<file path="src/teg_pkg.sv">
`default_nettype none
package teg_pkg;
   // Register map, byte addresses within the slave window
   localparam logic [11:0] TEG_ADDR_NVCFG   = 12'h000;
   localparam logic [11:0] TEG_ADDR_STATUS  = 12'h004;
   // Runtime enable register index from the control block base; byte address is four times it
   localparam logic [11:0] TEG_RUN_IDX      = 12'h0C7;
   localparam logic [11:0] TEG_ADDR_RUN     = {TEG_RUN_IDX[9:0], 2'b00};
   localparam int          TEG_RUN_EN_BIT   = 0;

   // Blank delivery state
   localparam logic [15:0] TEG_NV_RESET     = 16'h0000;
   localparam logic [7:0]  TEG_BLANK_BYTE   = 8'hFF;

   // Port C pin positions
   localparam int          TEG_PIN_MODE     = 0;
   localparam int          TEG_PIN_CLK      = 1;
   localparam int          TEG_PIN_STAT     = 3;
   localparam int          TEG_PIN_ERR      = 4;
   localparam int          TEG_PIN_DIN      = 5;
   localparam int          TEG_PIN_DOUT     = 6;

   // Serial frame: opcode[15:12], sector[11:8], data[7:0]
   localparam logic [4:0]  TEG_FRAME_BITS   = 5'h10;
   localparam int          TEG_EXT_EN_BIT   = 0;
   localparam int          TEG_EXT_OD_BIT   = 1;
   localparam logic [3:0]  TEG_FLASH_SECTORS = 4'h8;
   localparam logic [3:0]  TEG_ALL_SECTORS  = 4'hC;

   typedef enum logic [3:0] {
      OP_NOP          = 4'b0000,
      OP_ENABLE       = 4'b0001,
      OP_DISABLE      = 4'b0010,
      OP_CLEAR        = 4'b0011,
      OP_READ         = 4'b0100,
      OP_PROGRAM      = 4'b0101,
      OP_VERIFY       = 4'b0110,
      OP_SECTOR_ERASE = 4'b0111,
      OP_CHIP_ERASE   = 4'b1000
   } teg_op_t;

   typedef enum logic {
      S_IDLE = 1'b0,
      S_WAIT = 1'b1
   } teg_state_t;

   // Nonvolatile configuration: protect[11:8] second memory, protect[7:0] first memory
   typedef struct packed {
      logic [11:0] protect;
      logic [1:0]  unused;
      logic        secure;
      logic        dedicate;
   } teg_nvcfg_t;

   typedef struct packed {
      teg_op_t    op;
      logic [3:0] sector;
      logic [7:0] data;
   } teg_mem_req_t;
endpackage
`default_nettype wire

</file>
<file path="src/teg_tap_gate.sv">
// Operation
// - With security set, memory reads over the port are refused and return blank.
// - With security set, only full-chip erase passes; other memory commands are blocked.
// - Completed full-chip erase clears security and returns configuration to blank.
// - Each sector has a protect bit; erase of a protected sector is refused.
// - Blank state: memory and logic arrays read as all ones.
// - Blank state: every configuration bit holds zero.
// - Runtime enable bit zero switches the port: zero off, one on.
// - With pins dedicated by configuration, device reset does not disturb port operations.
// - With pins enabled only at runtime, device reset aborts port operations.
// - Port pins active on dedication bit, runtime bit, or select term; else general I/O.
// - Runtime enable register sits at offset C7h from the control block base.
// - Device reset clears the runtime enable bit; software may clear it too.
// - Enabled pins stay inputs until the enable command; only then serial output drives.
`default_nettype none
module teg_tap_gate
   import teg_pkg::*;
(
   input  wire logic         mclk,
   input  wire logic         reset,
   input  wire logic         ce,
   input  wire logic         hsel,
   input  wire logic [31:0]  haddr,
   input  wire logic [1:0]   htrans,
   input  wire logic         hwrite,
   input  wire logic [2:0]   hsize,
   input  wire logic [31:0]  hwdata,
   input  wire logic         hready,
   output logic              hreadyout,
   output logic              hresp,
   output logic      [31:0]  hrdata,
   input  wire logic         dev_reset,
   input  wire logic         tap_select_product_term,
   input  wire logic [6:0]   portc_in,
   output logic      [6:0]   portc_out,
   output logic      [6:0]   portc_oe_n,
   input  wire logic [6:0]   gpio_out,
   input  wire logic [6:0]   gpio_oe_n,
   output logic      [6:0]   gpio_in,
   output logic              mem_req_valid,
   output teg_mem_req_t      mem_req,
   input  wire logic         mem_done,
   input  wire logic [7:0]   mem_rdata,
   input  wire logic         mem_error,
   input  wire logic         mem_busy
);
   logic [3:0]   sync_q;
   logic [3:0]   sync_rise;
   logic         dev_rst_s;
   logic         mode_s;
   logic         din_s;
   logic         clk_rise;
   logic         tap_on;
   logic         abort;
   logic         busy;
   logic         frame_go;
   teg_op_t      frame_op;

   teg_state_t   state,      next_state;
   teg_nvcfg_t   nv,         next_nv;
   teg_mem_req_t next_req;
   logic         next_req_valid;
   logic         run_en,     next_run_en;
   logic [15:0]  shreg,      next_shreg;
   logic [4:0]   cnt,        next_cnt;
   logic         chan,       next_chan;
   logic         ext_en,     next_ext_en;
   logic         ext_od,     next_ext_od;
   logic         err,        next_err;
   logic [7:0]   outreg,     next_outreg;
   logic         dph_valid,  next_dph_valid;
   logic         dph_write,  next_dph_write;
   logic [11:0]  dph_addr,   next_dph_addr;
   logic [31:0]  next_hrdata;
   logic [6:0]   next_pout;
   logic [6:0]   next_poe_n;

   // Decides whether a memory command may reach the memory controller
   function automatic logic cmd_allowed(input teg_op_t op, input logic [3:0] sector, input teg_nvcfg_t cfg);
      logic ok;
      ok = 1'b1;
      if (cfg.secure)
         ok = (op == OP_CHIP_ERASE);
      else if (op == OP_SECTOR_ERASE)
         ok = (sector < TEG_ALL_SECTORS) && !cfg.protect[sector];
      return ok;
   endfunction

   teg_pin_sync #(.W(4)) u_sync (
      .mclk (mclk),
      .reset(reset),
      .ce   (ce),
      .d    ({dev_reset, portc_in[TEG_PIN_DIN], portc_in[TEG_PIN_CLK], portc_in[TEG_PIN_MODE]}),
      .q    (sync_q),
      .rise (sync_rise)
   );

   assign dev_rst_s = sync_q[3];
   assign din_s     = sync_q[2];
   assign clk_rise  = sync_rise[1];
   assign mode_s    = sync_q[0];
   assign gpio_in   = portc_in;
   assign hreadyout = ce;
   assign hresp     = 1'b0;
   assign busy      = mem_busy || (state == S_WAIT);
   assign frame_op  = teg_op_t'(shreg[15:12]);

   assign tap_on = nv.dedicate || run_en || tap_select_product_term;
   assign abort  = dev_rst_s && !nv.dedicate;
   assign frame_go = tap_on && !abort && clk_rise && (state == S_IDLE) && !mode_s && (cnt == TEG_FRAME_BITS);

   always_comb
   begin
      next_state     = state;
      next_nv        = nv;
      next_req       = mem_req;
      next_req_valid = 1'b0;
      next_run_en    = run_en;
      next_shreg     = shreg;
      next_cnt       = cnt;
      next_chan      = chan;
      next_ext_en    = ext_en;
      next_ext_od    = ext_od;
      next_err       = err;
      next_outreg    = outreg;
      next_dph_valid = hsel && htrans[1] && hready;
      next_dph_write = hwrite;
      next_dph_addr  = haddr[11:0];
      if (dph_valid && dph_write)
      begin
         if (dph_addr == TEG_ADDR_NVCFG)
            next_nv = hwdata[15:0];
         if (dph_addr == TEG_ADDR_RUN)
            next_run_en = hwdata[TEG_RUN_EN_BIT];
      end
      if (dev_rst_s)
         next_run_en = 1'b0;
      if (dev_rst_s && !chan)
         next_err = 1'b0;
      if (abort || !tap_on)
      begin
         next_state  = S_IDLE;
         next_cnt    = 5'h00;
         next_chan   = 1'b0;
         next_ext_en = 1'b0;
      end
      else
      begin
         if ((state == S_WAIT) && mem_done)
         begin
            next_state = S_IDLE;
            if ((mem_req.op == OP_READ) || (mem_req.op == OP_VERIFY))
               next_outreg = mem_rdata;
            if (mem_error && (mem_req.sector < TEG_FLASH_SECTORS))
               next_err = 1'b1;
            // chip erase returns configuration to blank
            if (mem_req.op == OP_CHIP_ERASE)
               next_nv = TEG_NV_RESET;
         end
         if (clk_rise && (state == S_IDLE))
         begin
            // vacated bits shift in as ones
            next_outreg = {outreg[6:0], 1'b1};
            if (mode_s)
            begin
               next_shreg = {shreg[14:0], din_s};
               if (cnt != TEG_FRAME_BITS)
                  next_cnt = cnt + 5'h01;
            end
            else
               next_cnt = 5'h00;
         end
         if (frame_go)
         begin
            unique case (frame_op)
               OP_NOP: ;
               // serial output opens only on enable command
               OP_ENABLE:
               begin
                  next_chan   = 1'b1;
                  next_ext_en = shreg[TEG_EXT_EN_BIT];
                  next_ext_od = shreg[TEG_EXT_OD_BIT];
               end
               OP_DISABLE:
               begin
                  next_chan   = 1'b0;
                  next_ext_en = 1'b0;
               end
               OP_CLEAR:
                  next_err = 1'b0;
               OP_READ, OP_PROGRAM, OP_VERIFY, OP_SECTOR_ERASE, OP_CHIP_ERASE:
                  if (chan)
                  begin
                     if (cmd_allowed(frame_op, shreg[11:8], nv))
                     begin
                        next_req_valid = 1'b1;
                        next_req       = shreg;
                        next_state     = S_WAIT;
                     end
                     else
                     begin
                        next_err    = 1'b1;
                        next_outreg = TEG_BLANK_BYTE;
                     end
                  end
               default: ;
            endcase
         end
      end
      next_hrdata = hrdata;
      if (next_dph_valid && !hwrite)
      begin
         if (haddr[11:0] == TEG_ADDR_NVCFG)
            next_hrdata = {16'h0000, next_nv};
         else if (haddr[11:0] == TEG_ADDR_RUN)
            next_hrdata = {31'h0000_0000, next_run_en};
         else if (haddr[11:0] == TEG_ADDR_STATUS)
            next_hrdata = {27'h000_0000, busy, err, chan, tap_on, nv.secure};
         else
            next_hrdata = 32'h0000_0000;
      end
   end

   always_comb
   begin
      next_pout  = gpio_out;
      next_poe_n = gpio_oe_n;
      if (tap_on)
      begin
         next_poe_n[TEG_PIN_MODE] = 1'b1;
         next_poe_n[TEG_PIN_CLK]  = 1'b1;
         next_poe_n[TEG_PIN_DIN]  = 1'b1;
         next_poe_n[TEG_PIN_DOUT] = !chan;
         next_pout[TEG_PIN_DOUT]  = outreg[7];
         if (chan && ext_en)
         begin
            next_pout[TEG_PIN_STAT]  = !busy;
            next_poe_n[TEG_PIN_STAT] = ext_od && !busy;
            next_pout[TEG_PIN_ERR]   = !err;
            next_poe_n[TEG_PIN_ERR]  = ext_od && !err;
         end
      end
   end

   always_ff @(posedge mclk or posedge reset)
   begin
      if (reset)
      begin
         state         <= S_IDLE;
         nv            <= TEG_NV_RESET;
         mem_req       <= '0;
         mem_req_valid <= 1'b0;
         run_en        <= 1'b0;
         shreg         <= 16'h0000;
         cnt           <= 5'h00;
         chan          <= 1'b0;
         ext_en        <= 1'b0;
         ext_od        <= 1'b0;
         err           <= 1'b0;
         outreg        <= TEG_BLANK_BYTE;
         dph_valid     <= 1'b0;
         dph_write     <= 1'b0;
         dph_addr      <= 12'h000;
         hrdata        <= 32'h0000_0000;
         portc_out     <= 7'h00;
         portc_oe_n    <= 7'h7F;
      end
      else if (ce)
      begin
         state         <= next_state;
         nv            <= next_nv;
         mem_req       <= next_req;
         mem_req_valid <= next_req_valid;
         run_en        <= next_run_en;
         shreg         <= next_shreg;
         cnt           <= next_cnt;
         chan          <= next_chan;
         ext_en        <= next_ext_en;
         ext_od        <= next_ext_od;
         err           <= next_err;
         outreg        <= next_outreg;
         dph_valid     <= next_dph_valid;
         dph_write     <= next_dph_write;
         dph_addr      <= next_dph_addr;
         hrdata        <= next_hrdata;
         portc_out     <= next_pout;
         portc_oe_n    <= next_poe_n;
      end
   end
endmodule
`default_nettype wire

</file>
<file path="src/teg_pin_sync.sv">
`default_nettype none
module teg_pin_sync
   import teg_pkg::*;
#(
   parameter int W = 4
)
(
   input  wire logic         mclk,
   input  wire logic         reset,
   input  wire logic         ce,
   input  wire logic [W-1:0] d,
   output logic      [W-1:0] q,
   output logic      [W-1:0] rise
);
   logic [W-1:0] s1;
   logic [W-1:0] s2;
   logic [W-1:0] s3;
   logic [W-1:0] next_s1;
   logic [W-1:0] next_s2;
   logic [W-1:0] next_s3;

   always_comb
   begin
      next_s1 = d;
      next_s2 = s1;
      next_s3 = s2;
   end

   always_ff @(posedge mclk or posedge reset)
   begin
      if (reset)
      begin
         s1 <= '0;
         s2 <= '0;
         s3 <= '0;
      end
      else if (ce)
      begin
         s1 <= next_s1;
         s2 <= next_s2;
         s3 <= next_s3;
      end
   end

   assign q    = s2;
   assign rise = s2 & ~s3;
endmodule
`default_nettype wire

</file>
<file path="config.mk">
export PLATFORM = sky130hd
export DESIGN_NAME = teg_tap_gate
export DESIGN_NICKNAME = d
export VERILOG_FILES = /design/src/teg_pkg.sv /design/src/teg_tap_gate.sv /design/src/teg_pin_sync.sv
export SDC_FILE = /design/constraint.sdc
export NUM_CORES = 1
export LEC_CHECK = 0
export BUFFER_PORTS_ARGS = -buffer_cell sky130_fd_sc_hd__buf_2
export CORE_MARGIN = 2
export CORE_UTILIZATION = 25
export CTS_BUF_LIST = sky130_fd_sc_hd__clkbuf_8
export DETAILED_ROUTE_END_ITERATION = 7
export GPL_ROUTABILITY_DRIVEN = 0
export GPL_TIMING_DRIVEN = 0
export SLEW_MARGIN = 20
export SYNTH_ARGS = -nofsm -noshare
export SYNTH_HDL_FRONTEND = slang
export SYNTH_SLANG_ARGS = --single-unit
</file>
<file path="constraint.sdc">
create_clock -name mclk -period 3.44 [get_ports mclk]
set_input_delay 0 -clock mclk [delete_from_list [all_inputs] [get_ports mclk]]
set_output_delay 0 -clock mclk [all_outputs]
set_load 0.01 [all_outputs]
</file>
# After elaboration in Yosys (flattened, before gate mapping)
# Index checks and enable logic that the tools add are counted.
word_totals:
  ramBits: 0
  n_memories: 0
  latchBits: 0
  inputBits: 109
  reg_bits: 138
  mem_bits_ro: 0
op_classes:
  n_div: 0
  shift: 0
  bitwise: 4
  n_reduce_logical: 45
  magnitude_cmp: 3
  add_sub_neg: 1
  mul: 0
  mux: 61
  n_eq_ne: 17
op_table:
  columns: ["op", "n"]
  rows:
  - ["2-to-1 mux 16 bit", 6]
  - ["2-to-1 mux 8 bit", 7]
  - ["2-to-1 mux 1 bit", 33]
  - ["2-to-1 mux 5 bit", 6]
  - ["== test 12 x 10 -> 1 bit, second input constant", 2]
  - ["== test 4 x 3 -> 1 bit, second input constant", 6]
  - ["zero test 12 bit", 2]
  - ["logical AND 1 bit", 18]
  - ["== test 12 x 3 -> 1 bit, second input constant", 1]
  - ["zero test 1 bit", 9]
  - ["== test 4 x 2 -> 1 bit, second input constant", 2]
  - ["== test 4 bit, second input constant", 2]
  - ["less-than comparator 4 bit, second input constant", 2]
  - ["2-to-1 mux 2 bit", 4]
  - ["AND reduction 4 bit", 2]
  - ["case mux 1 bit (2 select lines)", 3]
  - ["AND reduction 3 bit", 2]
  - ["AND reduction 6 bit", 1]
  - ["adder 5 x 1 -> 5 bit, second input constant", 1]
  - ["== test 5 bit, second input constant", 1]
  - ["logical OR 1 bit", 5]
  - ["less-than comparator 4 x 5 -> 1 bit, second input constant", 1]
  - ["!= test 5 bit, second input constant", 1]
  - ["OR reduction 5 bit", 1]
  - ["10 further kinds", 13]

# Depth between registers and ports, before layout
# Gate-level depths: netlist of the first run.
depth:
  depth_word: 15
  mapped_depth: 8
  mapped_depth_nobuf: 7

# Cells and area by module
# From an unflattened synthesis of the first run, not the netlist that was laid out.
unflattened:
  hier_cells: 484
  area_unflattened_um2: 5896.9
by_module_without_submodules:
  columns: ["mod", "area_each_um2", "n_inst", "seq_area_each_um2", "cells_per_inst"]
  rows:
  - ["teg_tap_gate", 5383.9, 1, 2821.5, 454]
  - ["teg_pin_sync", 513.0, 1, 300.3, 30]

# Least setup slack after synthesis of the first run
# OpenSTA, ideal clock, no wires.
synth_timing:
  path_kind: "flip-flop to flip-flop"
  start: "register shreg[12]"
  end: "register mem_req[0] (netlist name)"
  path_stages_with_launch: 9
  slack_ns: 1.170
  synth_period_minus_slack_ns: 2.270
  n_path_buf: 3
  arrival_time_ns: 2.145
  path_cell_list: "dfrtp_1 -> buf_6 -> nor4b_4 -> nor2_2 -> a311o_2 -> a2111o_1 -> buf_6 -> buf_12 -> mux2_4"
synth_between:
  elab_chain_len: 8
  word_cells_on_any_way: 13
synth_rtl:
  columns: ["item", "line_no", "text"]
  rows:
  - ["from (decl)", "teg_tap_gate.sv:64", "logic [15:0] shreg, next_shreg;"]
  - ["from (signal assigned)", "teg_tap_gate.sv:275", "shreg <= next_shreg;"]
  - ["== test 4 x 3 -> 1 bit", "teg_tap_gate.sv:84, teg_tap_gate.sv:175", null]
  - ["2-to-1 mux 1 bit", "teg_tap_gate.sv:84", "else if (op == OP_SECTOR_ERASE)"]
  - ["2-to-1 mux 1 bit", "teg_tap_gate.sv:82", "if (cfg.secure)"]
  - ["2-to-1 mux 1 bit", "teg_tap_gate.sv:192", "if (chan)"]
  - ["2-to-1 mux 1 bit", "teg_tap_gate.sv:175", "unique case (frame_op)"]
  - ["2-to-1 mux 1 bit", "teg_tap_gate.sv:173", "if (frame_go)"]
  - ["2-to-1 mux 1 bit", "teg_tap_gate.sv:140", "if (abort || !tap_on)"]
  - ["AND reduction 6 bit (no source line) *", null, null]
  - ["to (signal assigned)", "teg_tap_gate.sv:272", "mem_req <= next_req;"]
  - ["to (decl)", "teg_tap_gate.sv:41", "output teg_mem_req_t mem_req,"]
# Mark *: on every way between the ends. The rest lies on a longest branch, timed or not. The select of a mux whose other input is x is not followed.
# A chain may end at the register's enable or synchronous reset.

# Worst setup path in the final report of the first run
layout_timing:
  start: "register mem_req[13] (netlist name)"
  end: "register nv[10] (netlist name)"
layout_between:
  elab_chain_len: 4
layout_rtl:
  columns: ["item", "line_no", "text"]
  rows:
  - ["== test 4 bit", "teg_tap_gate.sv:157", "if (mem_req.op == OP_CHIP_ERASE)"]
  - ["2-to-1 mux 16 bit", "teg_tap_gate.sv:157", null]
  - ["2-to-1 mux 16 bit", "teg_tap_gate.sv:149", "if ((state == S_WAIT) && mem_done)"]
  - ["2-to-1 mux 16 bit", "teg_tap_gate.sv:140", null]
  - ["to (signal assigned)", "teg_tap_gate.sv:271", "nv <= next_nv;"]
  - ["to (decl)", "teg_tap_gate.sv:60", "teg_nvcfg_t nv, next_nv;"]
# No other way between the ends.

==> qor.yml, run 1 <==
setup_path:
  crit_type: "reg -> reg"
  crit_required_ns: 3.77
  cp-start-kind: "flop"
  slowest_delay_ns: 0.83
  crit_fanout: 10
  arrival_ns: 3.15
  setup.worst_path.end_class: "flop"
  path_buf_inv: 1
  cp_top_family: "compound AO/OA/AOI/OAI gates"
  slowest_stage: "a2111oi_1"
  crit_chain: "or3b_2 > a2111oi_1 > clkbuf_1 > nor2_1 > mux2_2"
power:
  powerDensity_mw_per_mm2: 447
  ir_drop_mv: 0.245
  p_leak_nw: 3.72
  fin_total_pwr_mw: 3.53
grt:
  antenna_found_initial: 0
  top_usage_layer: "met2"
  track_usage_pct: 13.6
  use_met2_pct: 22.1
  grt_start_max_net_pins: 96
  grt_overflow: 0
  grt_use_met1_pct: 17.7
  met3_usage_pct: 3.53
  grt_pass1_vias: 4701
  grt_pass1_wl_mm: 25.5
yosys:
  synth_area_mm2: 0.00578
  yosysWarnings: 0
  syn-instance-count: 496
  synth_edf_count: 0
  synth_ff_type: "dfrtp_1"
  synth_seq_area_share_pct: 52.7
  post_synth.cell_area_avg_um2: 11.7
  synth_cell_type_count: 60
  synth_seq_cells: 121
  synthArstFlopShare_pct: 100
floorplanning:
  pin_count: 181
  start_util_pct: 25.5
  num_rows: 55
  die_x_um: 156
  coreArea_mm2: 0.0226
  chipHeight_um: 156
  dieArea_mm2: 0.0244
worst_hold_path:
  min_path_type: "in -> reg"
clock_tree:
  clock_latency_ns: 0.44
  htreeDepth: 4
  clk_pin_slew_ns: 0.07
  root_buffer: "clkbuf_8"
  cts_buffer_depth: 2
  cts_sinks: 121
  cts_buffers: 17
  cts_tree: "done"
status:
  outcome: "completed"
sta:
  fmaxAchievable_mhz: 354
  hold_viol: 0
  rsz0062_at_grt: "no"
  tns_ns: 0
  period_needed_ns: 2.83
  tightestPinTransition_ns: 0.957
  skew_ns: 0.0141
  slew_viol_final: 0
  min_period_over_period_pct: 82.2
  finalSetupViolations: 0
  slew_headroom_pct: 36.1
place:
  dp_hpwl_mm: 11.3
  port_buffers: 119
route:
  num_vias: 4519
  ant_nets: 0
  drc: 0
  avgRoutedWirePerCell_um: 16.0
  drt_iter0_drc: 243
  vias_per_cell: 4.48
  wirelength_mm: 16.2
  drt-pass1-iter-count: 4
final_layout:
  area_delta_synth_final_pct: 36.4
  multiInputGateArea_mm2: 0.00241
  seqCellArea_mm2: 0.00305
  n_fill_cell: 2248
  nNetsFinal: 822
  drive_above_1_share_pct: 38.8
  antenna_cells: 0
job:
  maxCapViolCount: 0
==> through the flow <==
step | hold slack (ns) | setup slack (ns) | instances | area [um2] | util (%)
after floorplan | 0.0918 | 0.251 | 512 | 5840 | -
after global placement | 0.185 | -1.48 | 916 | 6790 | 30.0
after detailed placement | -0.0310 | 0.652 | 917 | 6830 | 30.2
after CTS | 0.00321 | 0.606 | 1009 | 7890 | 34.8
after global routing | 0.0150 | 0.428 | 1009 | 7890 | 34.8
final | 0.0180 | 0.612 | 1009 | 7890 | 34.8
==> logic make-up after synthesis <==
logic type	after synthesis	share of synthesized area, %
flip-flops	121	52.7
multiplexers	92	18.0
AND/OR/NAND/NOR	121	11.2
AO/OA/AOI/OAI	92	10.6
other	1	0.0649
adder cells (fa/ha/maj)	2	0.433
XOR/XNOR	2	0.303
buffers and inverters	65	6.71
==> final cells by class <==
cell class	count	area share, %
buffer	49	4.16
inverter	16	0.857
clock buffer	21	3.66
timing repair buffer	180	15.5
clock inverter	11	2.14
sequential	121	38.6
tap	285	4.52
multi-input combinational	326	30.5
==> synthesized netlist by cell type (2+ instances only) <==
| library cell | n | share of area, % |
|---|---|---|
| a21oi_1 | 18 | 1.6 |
| a22o_1 | 10 | 1.5 |
| a22oi_1 | 5 | 0.65 |
| and3_1 | 2 | 0.22 |
| and4b_1 | 2 | 0.35 |
| buf_1 | 4 | 0.26 |
| buf_2 | 3 | 0.26 |
| buf_4 | 25 | 3.2 |
| buf_6 | 4 | 0.78 |
| clkbuf_1 | 12 | 0.78 |
| dfrtp_1 | 106 | 46 |
| dfstp_2 | 15 | 6.8 |
| ha_1 | 2 | 0.43 |
| inv_1 | 16 | 1.0 |
| mux2_2 | 62 | 12 |
| mux2_4 | 8 | 2.1 |
| mux2i_1 | 22 | 3.8 |
| nand2_1 | 31 | 2.0 |
| nand2b_1 | 4 | 0.43 |
| nand3_1 | 9 | 0.78 |
| nand3b_1 | 5 | 0.65 |
| nand4_1 | 6 | 0.65 |
| nor2_1 | 31 | 2.0 |
| nor3_1 | 6 | 0.52 |
| nor3b_1 | 2 | 0.26 |
| nor4_1 | 5 | 0.54 |
| nor4b_1 | 3 | 0.45 |
| o21ai_0 | 30 | 2.6 |
| o21ba_2 | 2 | 0.35 |
| o22a_1 | 7 | 1.1 |
| o22ai_1 | 7 | 0.76 |
| or3_1 | 3 | 0.32 |
| xor2_1 | 2 | 0.30 |
==> repair_timing <==
item	CTS	global route
endpoints found under the hold margin	181	0
setup buffers	0	0
resized for setup	0	0
hold buffers	60	0
==> path summary, 6_finish.rpt <==
path,start,to,slack (ns),cells past startpoint
hold reg to reg,hrdata[15],hrdata[15],0.48,2
max in group asynchronous,reset,portc_oe_n[0],2.64,4
setup reg to reg,mem_req[13],nv[10],0.61,5
min in group asynchronous,reset,u_sync.q[2],0.05,3
hold / removal,hsel,dph_valid,0.02,3
setup / recovery,mem_req[13],nv[10],0.61,5
==> state kept, by name, summed over array words and instances (netlist names), 4 cells and up <==
register        count
hrdata             16
mem_req            16
nv                 16
shreg              16
dph_addr           12
outreg              8
portc_oe_n          7
portc_out           7
cnt                 5
u_sync.next_s2      4
u_sync.q            4
==> metal layers <==
layer	wire length, um	part of all wire [%]
met5	0	0
met4	213	1.3
met3	707	4.4
met2	7530	47
met1	7730	48
==> power by group <==
part	switching, mW	internal, mW
clock network	0.598	0.866
logic	0.199	0.223
registers	0.0786	1.56
==> cell usage in the layout, fill, tap and decap left out, types with 18 or more instances in the layout <==
master,netlist,routed
nand2_1,31,31
buf_2,3,122
mux2_2,62,62
a21oi_1,18,18
dlygate4sd3_1,0,60
nor2_1,31,31
clkbuf_8,0,21
mux2i_1,22,22
buf_4,25,25
dfrtp_1,106,106
o21ai_0,30,30
==> worst reg2reg max path: stages (launching register included) <==
cell and delay (ns):
dfrtp_1 0.39, or3b_2 0.48, a2111oi_1 0.83, clkbuf_1 0.56
nor2_1 0.16, mux2_2 0.30
No activity file was read; power rests on OpenSTA's default activity.
==> inputs of run 2 (changes only) <==
Settings changed: ABC_AREA set to 1.
Clock period 3.44 ns to 2.9 ns, I/O delays scaled along.
==> qor.yml, run 2 <==
yosys:
  synth_seq_cells: 121  # unchanged
  post_synth.cell_area_avg_um2: 8.15  # -30%
  synth_ff_type: "dfrtp_1"
  synth_cell_type_count: 37  # -38%
  yosys.area.top_type_share_pct: 45.0  # -0.91 points
  syn-instance-count: 724  # +46%
  synthTopCellsByArea: "dfrtp_1, nand2_1, o21ai_0, dfstp_2, inv_1"
  synthArstFlopShare_pct: 100  # unchanged
  synth_edf_count: 0  # unchanged
  synth_common_cells: "nand2_1, dfrtp_1, o21ai_0"
  synth_top_cell_by_area: "dfrtp_1"
  synth_seq_area_share_pct: 51.7  # -1.0 points
  synth_area_mm2: 0.00590  # +2.0%
  yosysWarnings: 0  # unchanged
  yosys.cell_count.top_type: "nand2_1"
sta:
  min_period_over_period_pct: 69.2  # -13 points
  rsz0062_at_grt: "no"
  hold-worst-slack_ns: 0.0141  # -0.00392 ns
  skew_ns: 0.0124  # -0.00170 ns
  slew_headroom_pct: 61.1  # +25 points
  hold_viol: 0  # unchanged
  finalSetupViolations: 0  # unchanged
  tightestPinTransition_ns: 0.584  # -0.373 ns
  period_needed_ns: 2.01  # -0.822 ns
  tns_ns: 0  # unchanged
  fmaxAchievable_mhz: 499  # +41%
  slew_viol_final: 0  # unchanged
grt:
  grt_pass1_vias: 5437  # +16%
  use_met2_pct: 23.4  # +1.3 points
  grt_use_met1_pct: 17.3  # -0.43 points
  met3_usage_pct: 3.56  # +0.031 points
  track_usage_pct: 14.0  # +0.42 points
  antenna_found_initial: 0  # unchanged
  top_usage_layer: "met2"
  grt_pass1_wl_mm: 27.2  # +7.0%
  grt_start_max_net_pins: 33  # -66%
  grt_overflow: 0  # unchanged
final_layout:
  drive_above_1_share_pct: 24.2  # -15 points
  nNetsFinal: 1053  # +28%
  area_delta_synth_final_pct: 35.9
  antenna_cells: 0  # unchanged
  layout_commonest_cell: "nand2_1"
  final_cell_mix: "nand2_1, buf_2, dfrtp_1"
  n_fill_cell: 2431  # +8.1%
floorplanning:
  die_x_um: 158  # +0.98%
  coreArea_mm2: 0.0233  # +3.1%
  dieArea_mm2: 0.0248  # +2.0%
  chipHeight_um: 158  # +0.98%
  start_util_pct: 25.3  # -0.26 points
  pin_count: 181  # unchanged
  num_rows: 56  # +1.8%
route:
  avgRoutedWirePerCell_um: 13.3  # -17%
  num_vias: 5397  # +19%
  drt-pass1-iter-count: 4  # unchanged
  drt_iter0_drc: 292  # +20%
  wirelength_mm: 16.9  # +4.4%
  vias_per_cell: 4.24  # -5.4%
  drc: 0  # unchanged
  ant_nets: 0  # unchanged
setup_path:
  crit_fanout: 10  # unchanged
  crit_type: "reg -> reg"
  crit_required_ns: 3.21  # -0.56 ns
  arrival_ns: 2.31  # -0.84 ns
  setup.worst_path.end_class: "flop"
  cp-start-kind: "flop"
power:
  p_leak_nw: 4.04  # +8.7%
  ir_drop_mv: 0.247  # +0.64%
  powerDensity_mw_per_mm2: 544  # +21%
clock_tree:
  postCtsResizedCells: 0  # unchanged
  htreeDepth: 4  # unchanged
  clk_pin_slew_ns: 0.08  # about the same
  root_buffer: "clkbuf_8"
  clock_latency_ns: 0.44  # about the same
  cts_sinks: 121  # unchanged
  cts_buffer_depth: 2  # unchanged
  cts_buffers: 17  # unchanged
  cts_tree: "done"
  postCtsSetupRepairBufs: 0  # unchanged
status:
  outcome: "completed"
worst_hold_path:
  min_path_type: "in -> reg"
place:
  port_buffers: 119  # unchanged
  dp_hpwl_mm: 12.6  # +12%
job:
  maxCapViolCount: 0  # unchanged
==> run 2: cell types whose count changed after synthesis, moves of 10 or more <==
cell / change
nand2_1: +185
inv_1: +64
mux2_2: -62
o21ai_0: +57
nand3_1: +23
mux2i_1: -22
o21ai_2: +17
o211ai_1: +14
a22o_1: -10
==> run 2: worst paths after layout <==
kind	from	endpoint	slack (ns)	cells past startpoint
worst max-delay path	state	shreg[4]	0.89	7
worst min-delay path	mem_rdata[7]	outreg[7]	0.01	5
worst max register to register	state	shreg[4]	0.89	7
worst min register to register	portc_oe_n[2]	portc_oe_n[2]	0.47	2
max in group asynchronous	reset	outreg[7]	2.13	5
min in group asynchronous	reset	portc_out[1]	0.06	3
==> run 2: cell type report <==
class,instances,area (um2),share of cell area (%)
inverter,83,315,3.93
clock inverter,15,143,1.78
sequential,121,3050,38.0
buffer,53,322,4.01
multi-input combinational,483,2280,28.4
clock buffer,17,234,2.92
timing repair buffer,183,1280,15.9
tap,319,399,4.98
==> run 2: what timing repair did <==
item,4_1_cts,5_1_grt
endpoints found under the setup margin,0,0
hold buffers,60,0
endpoints found under the hold margin,187,0
==> run 2: metal layers <==
| layer | wire [um] | vias up | part of all wire (%) |
|---|---|---|---|
| met1 | 7480 | 2506 | 44 |
| met3 | 816 | 32 | 4.8 |
| met5 | 0 | - | 0 |
| met2 | 8220 | 120 | 49 |
| li1 | - | 2739 | - |
| met4 | 389 | 0 | 2.3 |
==> run 2: worst max-delay path, stage by stage (launching register included) <==
cell,delay (ns)
dfrtp_1,0.43
inv_1,0.10
nand3_1,0.12
inv_1,0.21
nand2_1,0.10
nor3_1,0.41
clkbuf_1,0.37
o21ai_0,0.14
==> run 2: kinds of logic after synthesis <==
| group | Yosys count | share of synthesized area [%] |
|---|---|---|
| AOI/OAI and AO/OA | 154 | 15.3 |
| adders and majority gates | 2 | 0.424 |
| buffers and inverters | 136 | 10.7 |
| DFF | 121 | 51.7 |
| other | 1 | 0.0636 |
| and+or+nand+nor | 310 | 21.8 |
==> run 2: per-stage QoR <==
| step | worst slack, ns | power (mW) | area, um2 | instances | utilization, % |
|---|---|---|---|---|---|
| 6_report | 0.894 | 4.36 | 8010 | 1274 | 34.3 |
| 5_1_grt | 0.670 | 4.63 | 8010 | 1274 | 34.3 |
| 4_1_cts | 0.829 | 4.40 | 8010 | 1274 | 34.3 |
| 3_5_place_dp | 0.838 | 2.87 | 7040 | 1182 | 30.2 |
| 3_3_place_gp | 0.534 | 2.85 | 6960 | 1178 | 29.8 |
| 2_1_floorplan | 1.27 | 2.61 | 5960 | 740 | - |
==> run 2: power by group <==
part	total, mW	switching (mW)	internal [mW]
combinational	0.828	0.501	0.327
clock	1.45	0.757	0.693
sequential	2.08	0.141	1.94
==> inputs of run 3 (changes only) <==
Clock period 2.9 ns to 1.7 ns, I/O delays scaled along.
==> qor.yml, run 3 (synthesized netlist as in run 2, its figures left out) <==
status:
  outcome: "finished with violations"
  failed_checks: "negative setup slack"
floorplanning:
  pin_count: 181  # unchanged
  die_x_um: 158  # unchanged
  num_rows: 56  # unchanged
  chipHeight_um: 158  # unchanged
  start_util_pct: 25.3  # unchanged
  coreArea_mm2: 0.0233  # unchanged
  dieArea_mm2: 0.0248  # unchanged
final_layout:
  final_cell_mix: "nand2_1, buf_2, dfrtp_1"
  n_fill_cell: 2376  # -2.3%
  drive_above_1_share_pct: 32.5  # +8.3 points
  finish.utilization_pct: 36.8  # +2.4 points
  seqCellArea_mm2: 0.00305  # unchanged
  antenna_cells: 0  # unchanged
  nNetsFinal: 1083  # +2.8%
  area_delta_synth_final_pct: 45.5
  layout_commonest_cell: "nand2_1"
  stdcell_area_mm2: 0.00858  # +7.1%
  multiInputGateArea_mm2: 0.00252  # +11%
grt:
  grt_overflow: 0  # unchanged
  track_usage_pct: 14.5  # +0.52 points
  antenna_found_initial: 0  # unchanged
  grt_start_max_net_pins: 33  # unchanged
  grt_pass1_wl_mm: 28.2  # +3.4%
  grt_pass1_vias: 5601  # +3.0%
route:
  drc: 0  # unchanged
  vias_per_cell: 4.30  # +1.6%
  ant_nets: 0  # unchanged
  num_vias: 5613  # +4.0%
  avgRoutedWirePerCell_um: 13.7  # +3.5%
  drt_iter0_drc: 320  # +9.6%
  wirelength_mm: 17.9  # +6.0%
  drt-pass1-iter-count: 6  # +2
setup_path:
  arrival_ns: 2.08  # -0.23 ns
  crit_fanout: 7  # -3
  crit_chain: "inv_2 > ha_4 > nand4_1 > nor2_4 > nand2_2 > nor3_4 > nand3_4 > buf_8 > nand2_2 > o21ai_2"
  slowest_stage: "dfrtp_1"
  cpMostUsedCell: "nand2_2"
  crit_required_ns: 2.03  # -1.18 ns
  slowest_delay_ns: 0.40  # -0.03 ns
  cp-start-kind: "flop"
  setup.worst_path.end_class: "flop"
  crit_type: "reg -> reg"
clock_tree:
  clock_latency_ns: 0.45  # about the same
  cts_buffer_depth: 2  # unchanged
  cts_sinks: 121  # unchanged
  htreeDepth: 4  # unchanged
  cts_tree: "done"
  cts_buffers: 17  # unchanged
  root_buffer: "clkbuf_8"
  clk_pin_slew_ns: 0.07  # about the same
power:
  power.switching_mw: 2.49  # +78%
  internal_power_mw: 5.13  # +73%
  seq_power_share_pct: 46.7  # -1.0 points
  ir_drop_mv: 0.434  # +76%
  powerDensity_mw_per_mm2: 888  # +63%
  p_comb_share_pct: 20.7  # +1.7 points
  swShare_pct: 32.7  # +0.60 points
  p_leak_nw: 4.31  # +6.7%
  fin_total_pwr_mw: 7.62  # +75%
  p_clk_share_pct: 32.6  # -0.7 points
sta:
  slew_viol_final: 0  # unchanged
  slew_headroom_pct: 60.5  # -0.57 points
  hold_viol: 0  # unchanged
  rsz0062_at_grt: "yes"
  tightestPinTransition_ns: 0.592  # +0.00852 ns
  finalSetupViolations: 16  # +16
  fmaxAchievable_mhz: 571  # +15%
  min_period_over_period_pct: 103  # +34 points
  final.setup.worst_slack_ns: -0.0516  # -0.946 ns
  skew_ns: 0.0158  # +0.00346 ns
  period_needed_ns: 1.75  # -0.254 ns
place:
  port_buffers: 119  # unchanged
  dp_worst_setup_slack_ns: -0.362  # -1.20 ns
  dp_hpwl_mm: 12.6  # unchanged
  place_area_mm2: 0.00704  # unchanged
worst_hold_path:
  min_path_type: "in -> reg"
job:
  maxCapViolCount: 0  # unchanged
==> run 3: changes by cell type in the layout (fill, tap and decap cells not counted), sizes merged <==
cell / change
dlygate4sd3: -1
buf: +36
clkbuf: -5
clkinv: -1
inv: +1
==> run 3: layout make-up <==
cell class / instances / share of cell area (%)
timing repair buffer: 214 / 18.0
buffer: 52 / 4.40
multi-input combinational: 483 / 29.4
sequential: 121 / 35.5
clock inverter: 15 / 1.66
tap: 319 / 4.65
inverter: 83 / 3.73
clock buffer: 17 / 2.73
==> run 3: path summary, 6_finish.rpt <==
check / startpoint / endpoint / slack, ns / cells after the start
worst max-delay path: cnt[0] / mem_req[15] / -0.05 / 10
worst min-delay path: mem_rdata[7] / outreg[7] / 0.01 / 5
worst max register to register: cnt[0] / mem_req[15] / -0.05 / 10
worst min register to register: portc_oe_n[2] / portc_oe_n[2] / 0.47 / 2
max in group asynchronous: reset / outreg[7] / 0.93 / 5
min in group asynchronous: reset / portc_out[2] / 0.05 / 3
==> run 3: power groups by stage <==
stage | clock [mW] | sequential, mW | combinational [mW]
after detailed placement | 0 | 3.59 | 1.31
after floorplan | 0 | 3.55 | 0.897
after global placement | 0 | 3.59 | 1.27
after CTS | 2.53 | 3.54 | 1.49
after global routing | 2.67 | 3.60 | 1.80
final | 2.49 | 3.56 | 1.58
==> run 3: timing repair <==
item                       4_1_cts  5_1_grt
gates resized for setup         52       92
hold endpoints to repair       188        0
buffers inserted                18        9
hold buffers                    59        0
setup endpoints to repair       75       78
gates cloned                     2        4
pin swaps                        9       18
==> run 3: stage by stage <==
| step | hold slack [ns] | cells | setup TNS, ns |
|---|---|---|---|
| after global placement | 0.185 | 1178 | -84.21 |
| after CTS | 0.000221 | 1292 | -1.41 |
| after detailed placement | -0.0515 | 1182 | -13.83 |
| final | 0.0140 | 1304 | -0.602 |
| after floorplan | 0.0877 | 740 | 0 |
| after global routing | 0.0615 | 1304 | -2.12 |
==> run 3: metal layers <==
| metal | vias to the layer above | track usage (%) | wire length [um] |
|---|---|---|---|
| met5 | - | 0 | 0 |
| met4 | 0 | 5.32 | 390 |
| met3 | 32 | 3.64 | 835 |
| met2 | 124 | 25.0 | 8990 |
| met1 | 2653 | 17.5 | 7690 |
| li1 | 2804 | - | - |
==> run 3: worst max-delay path: cells and delay by family (launching register included) <==
family	cells	cell delay (ns)
adders and majority gates	1	0.12
AOI/OAI and AO/OA	1	0.05
and+or+nand+nor	6	0.79
buffers and inverters	2	0.30
DFF	1	0.40
